[src/verilog/tsq_pkg.sv]
// Purpose: Shared constants for the temperature conversion sequencer
// Assumes: 100 MHz clock; timing is kept in half-millisecond ticks
// Notes:   Cycle-time table values are plain defaults

package tsq_pkg;

	// ****************************************
	// Timing
	// ****************************************
	localparam int CLK_MHZ         = 100;
	localparam int TICK_US         = 500;
	localparam int TICK_CYCLES     = TICK_US * CLK_MHZ;
	localparam int CONV_TIME_US    = 15500;
	localparam int CONV_TICKS_INT  = CONV_TIME_US / TICK_US;
	localparam int TICK_CNT_W      = 20;
	localparam int CYC_CNT_W       = 16;
	localparam logic [7:0] CONV_TICKS = CONV_TICKS_INT[7:0];

	// Conversion cycle length, active plus standby, per cycle-time code, in ticks (1 s = 2000)
	localparam logic [CYC_CNT_W-1:0] CYCLE_TICKS [8] = '{
		16'h001F, 16'h00FA, 16'h01F4, 16'h03E8,
		16'h07D0, 16'h1F40, 16'h3E80, 16'h7D00
	};

	// ****************************************
	// Field encodings
	// ****************************************
	localparam logic [1:0] MODE_CONT_A   = 2'h0;
	localparam logic [1:0] MODE_SHUTDOWN = 2'h1;
	localparam logic [1:0] MODE_CONT_B   = 2'h2;
	localparam logic [1:0] MODE_ONESHOT  = 2'h3;
	localparam logic [1:0] AVG_NONE      = 2'h0;
	localparam logic [1:0] AVG_EIGHT     = 2'h1;
	localparam logic [2:0] CYCLE_1S      = 3'h4;

	// Group sizes as log2 per averaging code
	localparam logic [2:0] AVG_LOG2 [4] = '{3'h0, 3'h3, 3'h5, 3'h6};
	localparam int AVG_LOG2_MAX = 6;

	// ****************************************
	// Reset values
	// ****************************************
	localparam logic [15:0] RESULT_RESET = 16'h8000;
	localparam logic [15:0] UPPER_RESET  = 16'h7FFF;
	localparam logic [15:0] LOWER_RESET  = 16'h8000;

endpackage

[src/verilog/tsq_avg.sv]
// Purpose: Accumulates a conversion group and publishes its mean
// Assumes: Group size is a power of two given as a shift
// Notes:   Arithmetic shift truncates toward minus infinity

`timescale 1ns/1ns

module tsq_avg
	import tsq_pkg::*;
#(
	parameter int LOG2_MAX = AVG_LOG2_MAX
) (
	input  wire logic        clock,        // System clock
	input  wire logic        srst,         // Synchronous reset
	input  wire logic        clear,        // Drop a partial group
	input  wire logic        sample_valid, // One conversion done
	input  wire logic        sample_last,  // Last of the group
	input  wire logic [15:0] sample,       // Conversion value
	input  wire logic [2:0]  shift,        // log2 of group size
	output logic             mean_valid,   // One-cycle publish pulse
	output logic [15:0]      mean          // Group mean
);

	localparam int ACC_W = 16 + LOG2_MAX;

	logic signed [ACC_W-1:0] acc_reg;
	logic signed [ACC_W-1:0] acc_next;
	logic signed [ACC_W-1:0] sum;
	logic signed [ACC_W-1:0] quot;
	logic [15:0]             mean_reg;
	logic [15:0]             mean_next;
	logic                    valid_reg;
	logic                    valid_next;

	always_comb begin
		sum        = acc_reg + ACC_W'(signed'(sample));
		quot       = sum >>> shift;
		acc_next   = acc_reg;
		mean_next  = mean_reg;
		valid_next = 1'b0;
		if (clear) begin
			acc_next = '0;
		end else if (sample_valid) begin
			if (sample_last) begin
				acc_next   = '0;
				mean_next  = quot[15:0];
				valid_next = 1'b1;
			end else begin
				acc_next = sum;
			end
		end
	end

	always_ff @(posedge clock) begin
		if (srst) begin
			acc_reg   <= '0;
			mean_reg  <= '0;
			valid_reg <= 1'b0;
		end else begin
			acc_reg   <= acc_next;
			mean_reg  <= mean_next;
			valid_reg <= valid_next;
		end
	end

	assign mean       = mean_reg;
	assign mean_valid = valid_reg;

	a_single_pass : assert property (@(posedge clock) disable iff (srst)
		sample_valid && sample_last && !clear && shift == 3'h0 && acc_reg == '0
		|=> mean_reg == $past(sample))
		else $error("single conversion not passed through");

endmodule

[src/verilog/tsq_sequencer.sv]
// Purpose: Conversion sequencer of a digital temperature sensor
// Assumes: Register reads and writes arrive as same-clock strobes
// Notes:   Converter output is sampled at the end of each conversion

`timescale 1ns/1ns

module tsq_sequencer
	import tsq_pkg::*;
#(
	parameter int TICK_DIV = TICK_CYCLES
) (
	input  wire logic        clock,                    // 100 MHz clock
	input  wire logic        srst,                     // Synchronous reset
	input  wire logic [1:0]  startup_mode_sel,         // Stored start-up mode
	input  wire logic        cfg_write,                // Configuration write strobe
	input  wire logic [1:0]  conversion_mode_sel,      // Mode field
	input  wire logic [1:0]  average_count_sel,        // Averaging field
	input  wire logic [2:0]  cycle_time_sel,           // Cycle-time field
	input  wire logic        ready_to_pin_enable,      // Ready flag onto pin
	input  wire logic        window_or_hysteresis_sel, // 1 selects hysteresis
	input  wire logic        alert_pin_polarity,       // 1 = pin active high
	input  wire logic        cfg_read,                 // Configuration read strobe
	input  wire logic        result_read,              // Result read strobe
	input  wire logic        upper_write,              // Upper limit write
	input  wire logic        lower_write,              // Lower limit write
	input  wire logic [15:0] threshold_data,           // Limit write data
	input  wire logic [15:0] adc_value,                // Converter output
	output logic             converter_on,             // Active circuitry on
	output logic [15:0]      temp_result,              // Result register
	output logic [15:0]      upper_threshold,          // Upper limit register
	output logic [15:0]      lower_threshold,          // Lower limit register
	output logic             data_ready,               // Data-ready flag
	output logic             high_alert,               // High alert flag
	output logic             low_alert,                // Low alert flag
	output logic             power_down_state,         // In shutdown
	output logic             single_conversion_state,  // One-shot running
	output logic             alert_pin                 // Alert pin level
);

	typedef enum logic [1:0] {ST_BOOT, ST_IDLE, ST_ACTIVE, ST_STANDBY} tsq_state_t;

	// ****************************************
	// State
	// ****************************************
	tsq_state_t       state_reg, state_next;
	logic [1:0]       mode_reg, mode_next;
	logic [1:0]       avg_reg, avg_next;
	logic [2:0]       cyc_sel_reg, cyc_sel_next;
	logic             dr_pin_reg, dr_pin_next;
	logic             hyst_reg, hyst_next;
	logic             pol_reg, pol_next;
	logic [15:0]      upper_reg, upper_next;
	logic [15:0]      lower_reg, lower_next;
	logic [15:0]      result_reg, result_next;
	logic             ready_reg, ready_next;
	logic             high_reg, high_next;
	logic             low_reg, low_next;
	logic             pin_reg, pin_next;
	logic [7:0]       conv_cnt_reg, conv_cnt_next;
	logic [6:0]       sample_cnt_reg, sample_cnt_next;
	logic [CYC_CNT_W-1:0] cyc_cnt_reg, cyc_cnt_next;

	logic             tick;
	logic             restart;
	logic             smp_valid;
	logic             smp_last;
	logic             abort;
	logic             avg_valid;
	logic [15:0]      avg_mean;
	logic [6:0]       group_size;
	logic             oneshot;
	logic             start_run;

	tsq_tick #(
		.DIV     (TICK_DIV)
	) u_tick (
		.clock   (clock),
		.srst    (srst),
		.restart (restart),
		.tick    (tick)
	);

	tsq_avg u_avg (
		.clock        (clock),
		.srst         (srst),
		.clear        (abort),
		.sample_valid (smp_valid),
		.sample_last  (smp_last),
		.sample       (adc_value),
		.shift        (AVG_LOG2[avg_reg]),
		.mean_valid   (avg_valid),
		.mean         (avg_mean)
	);

	// ****************************************
	// Conversion scheduling
	// ****************************************
	always_comb begin
		state_next      = state_reg;
		mode_next       = mode_reg;
		avg_next        = avg_reg;
		cyc_sel_next    = cyc_sel_reg;
		dr_pin_next     = dr_pin_reg;
		hyst_next       = hyst_reg;
		pol_next        = pol_reg;
		conv_cnt_next   = conv_cnt_reg;
		sample_cnt_next = sample_cnt_reg;
		cyc_cnt_next    = cyc_cnt_reg;
		group_size      = 7'(1) << AVG_LOG2[avg_reg];
		oneshot         = (mode_reg == MODE_ONESHOT);
		smp_valid       = 1'b0;
		smp_last        = 1'b0;
		abort           = 1'b0;
		start_run       = 1'b0;
		if (tick && state_reg != ST_BOOT) begin
			cyc_cnt_next = cyc_cnt_reg + 1'b1;
		end
		case (state_reg)
			ST_BOOT: begin
				// Strap is caught one edge after reset, never under reset
				if (startup_mode_sel == MODE_ONESHOT) begin
					mode_next  = MODE_SHUTDOWN;
					state_next = ST_IDLE;
				end else begin
					mode_next  = startup_mode_sel;
					state_next = (startup_mode_sel == MODE_SHUTDOWN) ? ST_IDLE : ST_ACTIVE;
					start_run  = (startup_mode_sel != MODE_SHUTDOWN);
				end
			end
			ST_ACTIVE: begin
				if (tick) begin
					conv_cnt_next = conv_cnt_reg + 1'b1;
					if (conv_cnt_reg == CONV_TICKS - 8'h01) begin
						conv_cnt_next   = '0;
						smp_valid       = 1'b1;
						sample_cnt_next = sample_cnt_reg + 1'b1;
						if (sample_cnt_reg == group_size - 7'h01) begin
							smp_last        = 1'b1;
							sample_cnt_next = '0;
							if (oneshot) begin
								mode_next  = MODE_SHUTDOWN;
								state_next = ST_IDLE;
							end else begin
								state_next = ST_STANDBY;
							end
						end
					end
				end
			end
			ST_STANDBY: begin
				// An active period longer than the cycle starts the next one at once
				if (cyc_cnt_next >= CYCLE_TICKS[cyc_sel_reg]) begin
					state_next = ST_ACTIVE;
					start_run  = 1'b1;
				end
			end
			ST_IDLE: begin
			end
			default: begin
				state_next = ST_IDLE;
			end
		endcase
		if (cfg_write && state_reg != ST_BOOT) begin
			mode_next    = conversion_mode_sel;
			avg_next     = average_count_sel;
			cyc_sel_next = cycle_time_sel;
			dr_pin_next  = ready_to_pin_enable;
			hyst_next    = window_or_hysteresis_sel;
			pol_next     = alert_pin_polarity;
			abort        = 1'b1;
			smp_valid    = 1'b0;
			if (conversion_mode_sel == MODE_SHUTDOWN) begin
				state_next = ST_IDLE;
			end else begin
				state_next = ST_ACTIVE;
				start_run  = 1'b1;
			end
		end
		if (start_run) begin
			conv_cnt_next   = '0;
			sample_cnt_next = '0;
			cyc_cnt_next    = '0;
		end
	end

	assign restart = start_run;

	always_ff @(posedge clock) begin
		if (srst) begin
			state_reg      <= ST_BOOT;
			mode_reg       <= MODE_SHUTDOWN;
			avg_reg        <= AVG_EIGHT;
			cyc_sel_reg    <= CYCLE_1S;
			dr_pin_reg     <= 1'b0;
			hyst_reg       <= 1'b0;
			pol_reg        <= 1'b0;
			conv_cnt_reg   <= '0;
			sample_cnt_reg <= '0;
			cyc_cnt_reg    <= '0;
		end else begin
			state_reg      <= state_next;
			mode_reg       <= mode_next;
			avg_reg        <= avg_next;
			cyc_sel_reg    <= cyc_sel_next;
			dr_pin_reg     <= dr_pin_next;
			hyst_reg       <= hyst_next;
			pol_reg        <= pol_next;
			conv_cnt_reg   <= conv_cnt_next;
			sample_cnt_reg <= sample_cnt_next;
			cyc_cnt_reg    <= cyc_cnt_next;
		end
	end

	// ****************************************
	// Result, limits and flags
	// ****************************************
	always_comb begin
		upper_next  = upper_write ? threshold_data : upper_reg;
		lower_next  = lower_write ? threshold_data : lower_reg;
		result_next = result_reg;
		ready_next  = ready_reg;
		high_next   = high_reg;
		low_next    = low_reg;
		// Reads clear first so a completion in the same cycle wins
		if (cfg_read || result_read) begin
			ready_next = 1'b0;
		end
		if (cfg_read && !hyst_reg) begin
			high_next = 1'b0;
			low_next  = 1'b0;
		end
		if (avg_valid) begin
			result_next = avg_mean;
			ready_next  = 1'b1;
			if (hyst_reg) begin
				if ($signed(avg_mean) > $signed(upper_reg)) begin
					high_next = 1'b1;
				end else if ($signed(avg_mean) < $signed(lower_reg)) begin
					high_next = 1'b0;
				end
			end else begin
				if ($signed(avg_mean) > $signed(upper_reg)) begin
					high_next = 1'b1;
				end
				if ($signed(avg_mean) < $signed(lower_reg)) begin
					low_next = 1'b1;
				end
			end
		end
		if (hyst_reg) begin
			low_next = 1'b0;
		end
		pin_next = (dr_pin_reg ? ready_next : (high_next | low_next))
			~^ pol_reg;
	end

	always_ff @(posedge clock) begin
		if (srst) begin
			upper_reg  <= UPPER_RESET;
			lower_reg  <= LOWER_RESET;
			result_reg <= RESULT_RESET;
			ready_reg  <= 1'b0;
			high_reg   <= 1'b0;
			low_reg    <= 1'b0;
			pin_reg    <= 1'b1;
		end else begin
			upper_reg  <= upper_next;
			lower_reg  <= lower_next;
			result_reg <= result_next;
			ready_reg  <= ready_next;
			high_reg   <= high_next;
			low_reg    <= low_next;
			pin_reg    <= pin_next;
		end
	end

	assign converter_on            = (state_reg == ST_ACTIVE);
	assign power_down_state        = (state_reg == ST_IDLE);
	assign single_conversion_state = (state_reg == ST_ACTIVE) && oneshot;
	assign temp_result             = result_reg;
	assign upper_threshold         = upper_reg;
	assign lower_threshold         = lower_reg;
	assign data_ready              = ready_reg;
	assign high_alert              = high_reg;
	assign low_alert               = low_reg;
	assign alert_pin               = pin_reg;

	// ****************************************
	// Checks
	// ****************************************
	a_result_reset : assert property (@(posedge clock)
		$fell(srst) |-> result_reg == RESULT_RESET)
		else $error("result not at reset code after reset");

	a_result_update : assert property (@(posedge clock) disable iff (srst)
		avg_valid |=> result_reg == $past(avg_mean))
		else $error("result not updated on completion");

	a_ready_set : assert property (@(posedge clock) disable iff (srst)
		avg_valid |=> ready_reg)
		else $error("ready flag not set on completion");

	a_ready_clear : assert property (@(posedge clock) disable iff (srst)
		(cfg_read || result_read) && !avg_valid |=> !ready_reg)
		else $error("ready flag survived a read");

	a_shutdown_abort : assert property (@(posedge clock) disable iff (srst)
		cfg_write && state_reg != ST_BOOT && conversion_mode_sel == MODE_SHUTDOWN
		|=> state_reg == ST_IDLE ##1 !avg_valid)
		else $error("shutdown write did not abort");

	a_oneshot_end : assert property (@(posedge clock) disable iff (srst)
		smp_last && oneshot && !cfg_write |=> state_reg == ST_IDLE ##1 ready_reg)
		else $error("one-shot did not end in shutdown");

	a_hyst_low_zero : assert property (@(posedge clock) disable iff (srst)
		hyst_reg |=> !low_reg)
		else $error("low flag set in hysteresis mode");

	a_pin_route : assert property (@(posedge clock) disable iff (srst)
		##1 pin_reg == (($past(dr_pin_reg) ? ready_reg : (high_reg | low_reg))
		~^ $past(pol_reg)))
		else $error("alert pin does not follow its source");

	a_conv_period : assert property (@(posedge clock) disable iff (srst)
		smp_valid |-> conv_cnt_reg == CONV_TICKS - 8'h01 && tick)
		else $error("conversion ended at wrong time");

endmodule

[src/verilog/tsq_tick.sv]
// Purpose: Half-millisecond tick divider, restartable
// Assumes: One clock; tick is a one-cycle enable
// Notes:   Restart aligns the first tick to a cycle start

`timescale 1ns/1ns

module tsq_tick
	import tsq_pkg::*;
#(
	parameter int DIV = TICK_CYCLES
) (
	input  wire logic clock,   // System clock
	input  wire logic srst,    // Synchronous reset
	input  wire logic restart, // Restart the divider
	output logic      tick     // One-cycle tick pulse
);

	logic [TICK_CNT_W-1:0] cnt_reg;
	logic [TICK_CNT_W-1:0] cnt_next;
	logic                  tick_reg;
	logic                  tick_next;

	localparam logic [TICK_CNT_W-1:0] LAST = TICK_CNT_W'(DIV - 1);

	always_comb begin
		cnt_next  = cnt_reg + 1'b1;
		tick_next = 1'b0;
		if (restart) begin
			cnt_next = '0;
		end else if (cnt_reg == LAST) begin
			cnt_next  = '0;
			tick_next = 1'b1;
		end
	end

	always_ff @(posedge clock) begin
		if (srst) begin
			cnt_reg  <= '0;
			tick_reg <= 1'b0;
		end else begin
			cnt_reg  <= cnt_next;
			tick_reg <= tick_next;
		end
	end

	assign tick = tick_reg;

	a_tick_single : assert property (@(posedge clock) disable iff (srst)
		tick_reg && DIV > 1 |=> !tick_reg)
		else $error("tick lasted more than one cycle");

endmodule
[config.mk]
export PLATFORM = sky130hd
export DESIGN_NAME = tsq_sequencer
export DESIGN_NICKNAME = d
export VERILOG_FILES = /design/src/verilog/tsq_pkg.sv /design/src/verilog/tsq_avg.sv /design/src/verilog/tsq_sequencer.sv /design/src/verilog/tsq_tick.sv
export SDC_FILE = /design/constraint.sdc
export NUM_CORES = 1
export LEC_CHECK = 0
export BUFFER_PORTS_ARGS = -buffer_cell sky130_fd_sc_hd__buf_2
export CORE_AREA = 2 2 130 132
export DETAILED_ROUTE_END_ITERATION = 8
export DIE_AREA = 0 0 132 134
export GPL_ROUTABILITY_DRIVEN = 0
export GPL_TIMING_DRIVEN = 0
export HOLD_SLACK_MARGIN = 0.12
export PLACE_DENSITY = 0.8
export SLEW_MARGIN = 20
export SYNTH_ARGS = -nofsm -noshare
export SYNTH_HDL_FRONTEND = slang
export SYNTH_SLANG_ARGS = --single-unit
export TNS_END_PERCENT = 10
[constraint.sdc]
create_clock -name clock -period 6.75 [get_ports clock]
set_input_delay 1.35 -clock clock [delete_from_list [all_inputs] [get_ports clock]]
set_output_delay 1.35 -clock clock [all_outputs]
set_load 0.05 [all_outputs]
==> results of run 1 <==
[worst paths after layout]
path / start / to
min: u_tick.cnt_reg[0]$_SDFF_PP0_ / u_tick.cnt_reg[0]$_SDFF_PP0_
min reg2reg: u_tick.cnt_reg[0]$_SDFF_PP0_ / u_tick.cnt_reg[0]$_SDFF_PP0_
max: state_reg[0]$_SDFFE_PP0P_ / sample_cnt_reg[0]$_SDFFE_PP0P_
max reg2reg: state_reg[0]$_SDFFE_PP0P_ / sample_cnt_reg[0]$_SDFFE_PP0P_
[layer usage]
| layer | GRT usage, % | share of wire [%] | wire length (um) |
|---|---|---|---|
| met1 | 35.2 | 45 | 10600 |
| met4 | 8.03 | 1.8 | 415 |
| met5 | 0 | 0 | 0 |
| met2 | 45.3 | 47 | 11100 |
| met3 | 5.22 | 6.4 | 1500 |
[cell families after synthesis]
logic type	count (synthesis)
flip-flops	155
AND/OR/NAND/NOR	413
multiplexers	57
buffers and inverters	114
AO/OA/AOI/OAI	236
XOR/XNOR	70
adder cells (fa/ha/maj)	81
[power by group through the flow]
stage	combinational, mW	sequential (mW)	clock, mW
after CTS	0.641	0.980	1.01
after global placement	0.621	0.999	0
after global routing	0.703	0.985	1.05
final	0.645	0.981	1.00
after floorplan	0.448	1.04	0
after detailed placement	0.633	1.00	0
[cells in the mapped netlist, types with 7 or more instances]
library cell,number,area (um^2)
dfxtp_1,155,3100
nor2_1,140,526
nand2_1,108,405
ha_1,80,1000
a21oi_1,59,295
inv_1,57,214
xnor2_1,41,359
mux2i_1,40,400
o211ai_1,32,240
nor3_1,31,155
xor2_1,29,254
clkbuf_1,28,105
o21ai_0,27,135
a22oi_1,25,188
nand4_1,24,150
nand3_1,21,105
nor2b_1,21,131
a21o_1,20,150
buf_2,17,85.1
mux4_2,14,315
and3_1,13,81.3
a211oi_1,12,90.1
o21a_1,11,82.6
nand2b_1,10,62.6
a31oi_1,8,50.1
nor4_1,8,50.1
and2_1,7,43.8
[per-stage QoR]
stage                     hold slack [ps]  power, mW  cell area [um^2]  setup WS [ps]  utilization (%)
after global routing                  504       2.73             11000           2560             67.3
after CTS                             488       2.63             11000           2920             67.3
after global placement                448       1.62             10300           2640             63.5
after detailed placement              472       1.63             10300           2580             63.5
final                                 484       2.63             11000           2830             67.3
after floorplan                       453       1.49              9560           3070                -
[cell usage in the layout (no fill, tap or decap), types with 5 or more instances in the layout]
cell type | Yosys | final
dfxtp_1 | 155 | 155
nor2_1 | 140 | 140
buf_2 | 17 | 119
nand2_1 | 108 | 108
ha_1 | 80 | 80
a21oi_1 | 59 | 59
inv_1 | 57 | 57
xnor2_1 | 41 | 41
mux2i_1 | 40 | 40
o211ai_1 | 32 | 32
nor3_1 | 31 | 31
clkbuf_1 | 28 | 29
xor2_1 | 29 | 29
o21ai_0 | 27 | 27
a22oi_1 | 25 | 25
nand4_1 | 24 | 24
nor2b_1 | 21 | 21
nand3_1 | 21 | 21
a21o_1 | 20 | 20
clkbuf_16 | 0 | 17
mux4_2 | 14 | 14
and3_1 | 13 | 13
a211oi_1 | 12 | 12
o21a_1 | 11 | 11
nand2b_1 | 10 | 10
nor4_1 | 8 | 8
a31oi_1 | 8 | 8
and2_1 | 7 | 7
nor3b_1 | 6 | 6
buf_1 | 5 | 5
or2_2 | 5 | 5
o211a_1 | 5 | 5
[final cells by class]
class	instances	share of cell area, %
buffer	54	2.18
clock buffer	20	4.16
clock inverter	12	1.45
inverter	60	2.05
multi-input combinational	857	54.7
sequential	155	28.3
tap	220	2.51
timing repair buffer	102	4.66
==> impl_results.md, run 1 <==
* Largest register FFs at 22
* Worst EP required at about 7100 ps
* Initial antenna violation count at 0
* Async set-reset flop share out of synthesis at 0%
* Seq cells post-synth at roughly 160
* Internal Power at about 1.8 mW
* P_sw at between 0.8 and 0.9 mW
* Critical Path Fanout Max at 10
* Max Clock Skew at 6.31 ps
* Status: complete, no violations
* Largest family of logic cells by synthesized area: simple AND/OR/NAND/NOR gates
* EDFF count, synth at 0
* Post-Layout Cell Count at about 1500
* Ys flop type: dfxtp_1
* Die Y at 134 um
* Via count at 8754
* Resized Gates After CTS at 0
* Critical Path Sink Type: flip-flop
* Count of different cell masters after synthesis at 70
* Max-cap violations at 0
* WL/cell at about 16 um
* DRT iter0 DRCs at approximately 840
* Worst Setup Path Type: flip-flop to flip-flop
* Final TNS setup at 0 ps
* Hold Crit Class: flip-flop to flip-flop
* Largest net degree at the start of global routing at 17
* Worst skew pair latency at ~430 ps
* Placeable Area at between 15000 and 20000 um^2
* Clock share of power at about two fifths
* Fill count at approximately 1300
* Mapped cell area at between 9000 and 10000 um^2
* Sequential Area at ~3100 um^2
* Worst-margin pin slew at 687 ps
* Startpoint Class: flip-flop
* CTS root buf: clkbuf_16
* Flop pwr share at 37.3%
* Critical-path cell list: inv_1 -> ha_1 -> nor2b_1 -> buf_4 -> nand4_1 -> nor2_1 -> nand3_1 -> nor2_1 -> nand4_1 -> xnor2_1 -> ha_1 -> nand3_1 -> nor3_1 -> a21oi_1 -> a2bb2oi_2 -> o21ai_4 -> buf_2 -> nor2_1
* Leakage at just under 5 nW
* Most frequent CP cell: nor2_1
* Synth warn at 0
* Synth Area in Adders at roughly a tenth
* Port Buf Inserts at 102
* Core Rows at 47
* Final Max Slew Viols at 0
* Worst-path clk slew at 60 ps
* Crit path max-delay cell type: dfxtp_1
* Hold depth at 1
* First-pass GRT wire length at slightly below 40 mm
* Syn Area/Cell at about 8.5 um^2
* CTS tree: done
* Sw Share at between 30% and 40%
* Placed instance count at roughly 1400
* Final hold violation count at 0
* Reg2reg setup slack at about 2800 ps
* Post-CTS Setup Repair Bufs at 0
* Maximum clock frequency at 255 MHz
* Final net count at approximately 1400
* Final WL at between 20 and 25 mm
* Pre-antenna DRT Iters at 8
* Antenna cell count at 0
* Congestion Overflow GR at 0
* Mux contribution to synthesized area at 7.84%
* CTS buffer count at 17
* I/O pin total at between 100 and 150
* Overall routing resource usage at between 20 and 30%
* Post-Synth XOR/XNOR Area at 6.41%
* Simple-gate share of the synthesized area at 20.5%
* Vias in the first global route at between 8000 and 9000
* Mapped Cells at approximately 1100
* Post-route minimum period at approximately 3900 ps
* RSZ-0062 raised after global routing: false
* Compound-Gate Fraction of Synth Area at 17.3%
* # clock sinks at ~160
* Hold buffer count at cts at 0
* Crit path max-delay family: simple AND/OR/NAND/NOR gates
* Syn nets at ~1300
* Max_slew headroom at between 50% and 60%
* Max clock buf depth at 2
* Peak supply drop at 0.190 mV
* Dpl hpwl at 17.7 mm
* Delay of the slowest cell on the worst path at about 420 ps
* CTS H-tree depth at 4
* WP buf/inv at 3
* Sequential area share after synthesis at 32.4%
* Setup violations, final at 0
* Combinational fraction of design power at approximately a quarter
* Antenna-violating nets left at 0
* Die Span X at approximately 130 um
* Share of cells above drive strength 1 at 15.2%
* CP Data Arrival Time at about 4200 ps
* Vias per Instance at 5.91
* Power density over the cells at about 240 nW/um^2
* R2R cell count at 18
* Initial Util at 58.7%
* Drt drc at 0
* P&R area growth vs syn at 14.7%
* WP depth at 18
* Area of the multi-input gates at 6000 um^2
* Die area at about 18000 um^2
* Crit share post-route at about three fifths
Note: power is estimated with default switching activity, not from simulation.
==> run 2: changes to the inputs <==
--- a/config.mk
+++ b/config.mk
@@ -6,13 +6,13 @@
 export NUM_CORES = 1
 export LEC_CHECK = 0
 export BUFFER_PORTS_ARGS = -buffer_cell sky130_fd_sc_hd__buf_2
-export CORE_AREA = 2 2 130 132
+export CORE_AREA = 2 2 137 139
 export DETAILED_ROUTE_END_ITERATION = 8
-export DIE_AREA = 0 0 132 134
+export DIE_AREA = 0 0 139 141
 export GPL_ROUTABILITY_DRIVEN = 0
 export GPL_TIMING_DRIVEN = 0
 export HOLD_SLACK_MARGIN = 0.12
-export PLACE_DENSITY = 0.8
+export PLACE_DENSITY = 0.76
 export SLEW_MARGIN = 20
 export SYNTH_ARGS = -nofsm -noshare
 export SYNTH_HDL_FRONTEND = slang
==> constraint.sdc (replaced) <==
create_clock -name clock -period 3.2 [get_ports clock]
set_input_delay 0.64 -clock clock [delete_from_list [all_inputs] [get_ports clock]]
set_output_delay 0.64 -clock clock [all_outputs]
set_load 0.05 [all_outputs]
==> run 2 against run 1 <==
Net effect:
- the flow now finishes with violations (setup timing)
- hold slack lost 47 ps
- wire length is 6.6% higher
- first-iteration DRC count is 25% lower
- clock skew is 2.0 ps higher
- clock power rose by 98%
- largest cell class unchanged
- count of clock-buffer cells in the layout did not move
==> impl_results.md, run 2 (synthesis gave the netlist of run 1 again) <==
* Status: finished with violations
* Failing checks: setup timing
* Final net count at 1402 (+1.7%)
* Reg2reg setup slack at -150 ps (-2970 ps)
* Launch point of the worst reg-to-reg path: state_reg[0]$_SDFFE_PP0P_
* Maximum clock frequency at 299 MHz (+17%)
* CTS H-tree depth at 4 (unchanged)
* Drt drc at 0 (unchanged)
* WL/cell at 16.6 um (+4.0%)
* CP Data Arrival Time at 3660 ps (-570 ps)
* Startpoint Class: flip-flop
* Post-route minimum period at 3350 ps (-576 ps)
* WP depth at 18 (unchanged)
* Core Rows at 50 (+6.4%)
* Max clock buf depth at 2 (unchanged)
* P&R area growth vs syn at 21.8%
* RSZ-0062 raised after global routing: true
* Port Buf Inserts at 102 (unchanged)
* Hold Crit Class: input pin to flip-flop
* Critical Path Fanout Max at 5 (-5)
* Critical Path Sink Type: flip-flop
* Worst-path clk slew at 60 ps (about the same)
* Final hold violation count at 0 (unchanged)
* Worst-margin pin slew at 1060 ps (+375 ps)
* Power density over the cells at 489 nW/um^2 (+100%)
* Overall routing resource usage at 25.0% (-1.9 points)
* Worst EP required at 3520 ps (-3540 ps)
* Worst Setup Path Type: flip-flop to flip-flop
* Critical Path End: state_reg[1]$_SDFFE_PP0P_
* # clock sinks at 155 (unchanged)
* R2R cell count at 18 (unchanged)
* Peak supply drop at 0.417 mV (+120%)
* Antenna-violating nets left at 0 (unchanged)
* Antenna cell count at 0 (unchanged)
* Die area at 19600 um^2 (+11%)
* Largest register FFs at 22 (unchanged)
* Dpl hpwl at 17.7 mm (+0.41%)
* Largest net degree at the start of global routing at 17 (unchanged)
* Leakage at 5.10 nW (+5.2%)
* Critical-path cell list: inv_4 -> ha_4 -> nor2b_4 -> buf_6 -> nand4_1 -> nor2_2 -> nand3_2 -> nor2_4 -> nand4_1 -> xnor2_2 -> ha_4 -> a21oi_4 -> o2111ai_4 -> buf_6 -> a211oi_2 -> o21a_1 -> nor2_2 -> mux2_4
* Combinational fraction of design power at 28.8% (+4.2 points)
* WP buf/inv at 3 (unchanged)
* Die Span X at 139 um (+5.3%)
* Final Max Slew Viols at 0 (unchanged)
* Crit path max-delay cell type: dfxtp_4
* CTS root buf: clkbuf_16
* Crit path max-delay family: simple AND/OR/NAND/NOR gates
* Hold depth at 3 (+2)
* Final WL at 25.2 mm (+6.6%)
* Delay of the slowest cell on the worst path at 360 ps (-60 ps)
* DRT iter0 DRCs at 630 (-25%)
* Vias per Instance at 5.79 (-2.1%)
* First-pass GRT wire length at 40.5 mm (+2.6%)
* Crit share post-route at 105% (+46 points)
* Placeable Area at 18300 um^2 (+12%)
* I/O pin total at 106 (unchanged)
* Post-Layout Cell Count at 1517 (+2.5%)
* Max_slew headroom at 29.0% (-25 points)
* Sw Share at 33.1% (+1.2 points)
* CTS buffer count at 17 (unchanged)
* Max-cap violations at 0 (unchanged)
* Reg2Reg Capture Point: state_reg[1]$_SDFFE_PP0P_
* Hold buffer count at cts at 0 (unchanged)
* CTS tree: done
* Final WS setup at -146 ps (-2970 ps)
* Placed instance count at 1462 (+0.97%)
* Initial Util at 52.4% (-6.4 points)
* Via count at 8784 (+0.34%)
* Internal Power at 3.81 mW (+110%)
* Flop pwr share at 36.4% (-0.9 points)
* Worst skew pair latency at 430 ps (about the same)
* Share of cells above drive strength 1 at 22.5% (+7.4 points)
* P_sw at 1.89 mW (+130%)
* Most common cell after layout, fill and taps aside: dfxtp_1
* Most frequent cells in the layout: 152 x dfxtp_1, 134 x nor2_1, 119 x buf_2, 107 x nand2_1, 74 x ha_1
* Crit path from: state_reg[0]$_SDFFE_PP0P_
* Congestion Overflow GR at 0 (unchanged)
* Setup violations, final at 54 (+54)
* Vias in the first global route at 8364 (+1.5%)
* Max Clock Skew at 8.34 ps (+2.02 ps)
* Die Y at 141 um (+5.2%)
* Final TNS setup at -5250 ps (-5250 ps)
* Worst Hold Slack at 437 ps (-46.7 ps)
* Clock share of power at 34.8% (-3.3 points)
* Initial antenna violation count at 0 (unchanged)
* Pre-antenna DRT Iters at 5 (-3)
* Fill count at 1479 (+11%)
[run 2: cell count changes in the layout (fill, tap and decap cells not counted), sizes merged]
cell / delta
clkbuf: -2
clkinvlp: +1
bufinv: -2
buf: +25
clkinv: +2
inv: -1
[run 2: how the worst min path moves through the flow]
stage                                 start                          endpoint  slack (ps)
2_1_floorplan  u_tick.cnt_reg[0]$_SDFF_PP0_      u_tick.cnt_reg[0]$_SDFF_PP0_         450
3_3_place_gp   temp_result[15]$_SDFFE_PP1P_      temp_result[15]$_SDFFE_PP1P_         450
3_5_place_dp   temp_result[15]$_SDFFE_PP1P_      temp_result[15]$_SDFFE_PP1P_         460
4_1_cts                   threshold_data[7]   upper_threshold[7]$_SDFFE_PP1P_         430
5_1_grt                   threshold_data[7]   upper_threshold[7]$_SDFFE_PP1P_         430
6_report                 threshold_data[11]  upper_threshold[11]$_SDFFE_PP1P_         440
[run 2: through the flow]
stage / instance area, um^2 / utilization [%] / setup WS [ps] / total power, mW
final: 11700 / 63.8 / -146 / 5.70
after global routing: 11700 / 63.8 / -273 / 5.96
after CTS: 11300 / 62.1 / -96.0 / 5.62
after detailed placement: 10400 / 56.8 / -572 / 3.45
after global placement: 10400 / 56.8 / -559 / 3.43
after floorplan: 9560 / - / 20.8 / 3.13
[run 2: timing repair]
item / in CTS / in global routing
setup endpoints to repair: 92 / 72
resized for setup: 61 / 54
cloned: 2 / 0
setup buffers: 16 / 5
pin swaps: 33 / 21
[run 2: tightest hold or removal path: stages]
cell	delay, ps
buf_2	90
nand2_1	40
o211ai_1	60
[run 2: power groups by stage]
stage	registers (mW)	clock network [mW]	logic, mW
after floorplan	2.19	0	0.944
after global placement	2.11	0	1.32
after detailed placement	2.11	0	1.34
after CTS	2.07	2.01	1.54
after global routing	2.08	2.11	1.77
final	2.07	1.98	1.64
[run 2: final cells by class]
type | count | area (um^2) | share of cell area [%]
Clock inverter | 12 | 113 | 0.966
Multi-Input combinational cell | 857 | 6420 | 55.1
Timing Repair Buffer | 125 | 731 | 6.27
Inverter | 60 | 231 | 1.99
Tap cell | 234 | 293 | 2.51
Clock buffer | 20 | 467 | 4.00
Buffer | 54 | 293 | 2.51
Sequential cell | 155 | 3110 | 26.7
[run 2: layer usage]
| metal | track usage, % | wire length (um) | vias to the layer above |
|---|---|---|---|
| met5 | 0 | 0 | - |
| met2 | 42.0 | 12100 | 290 |
| li1 | - | - | 4304 |
| met4 | 9.57 | 684 | 0 |
| met3 | 4.79 | 1340 | 54 |
| met1 | 32.0 | 11000 | 4136 |
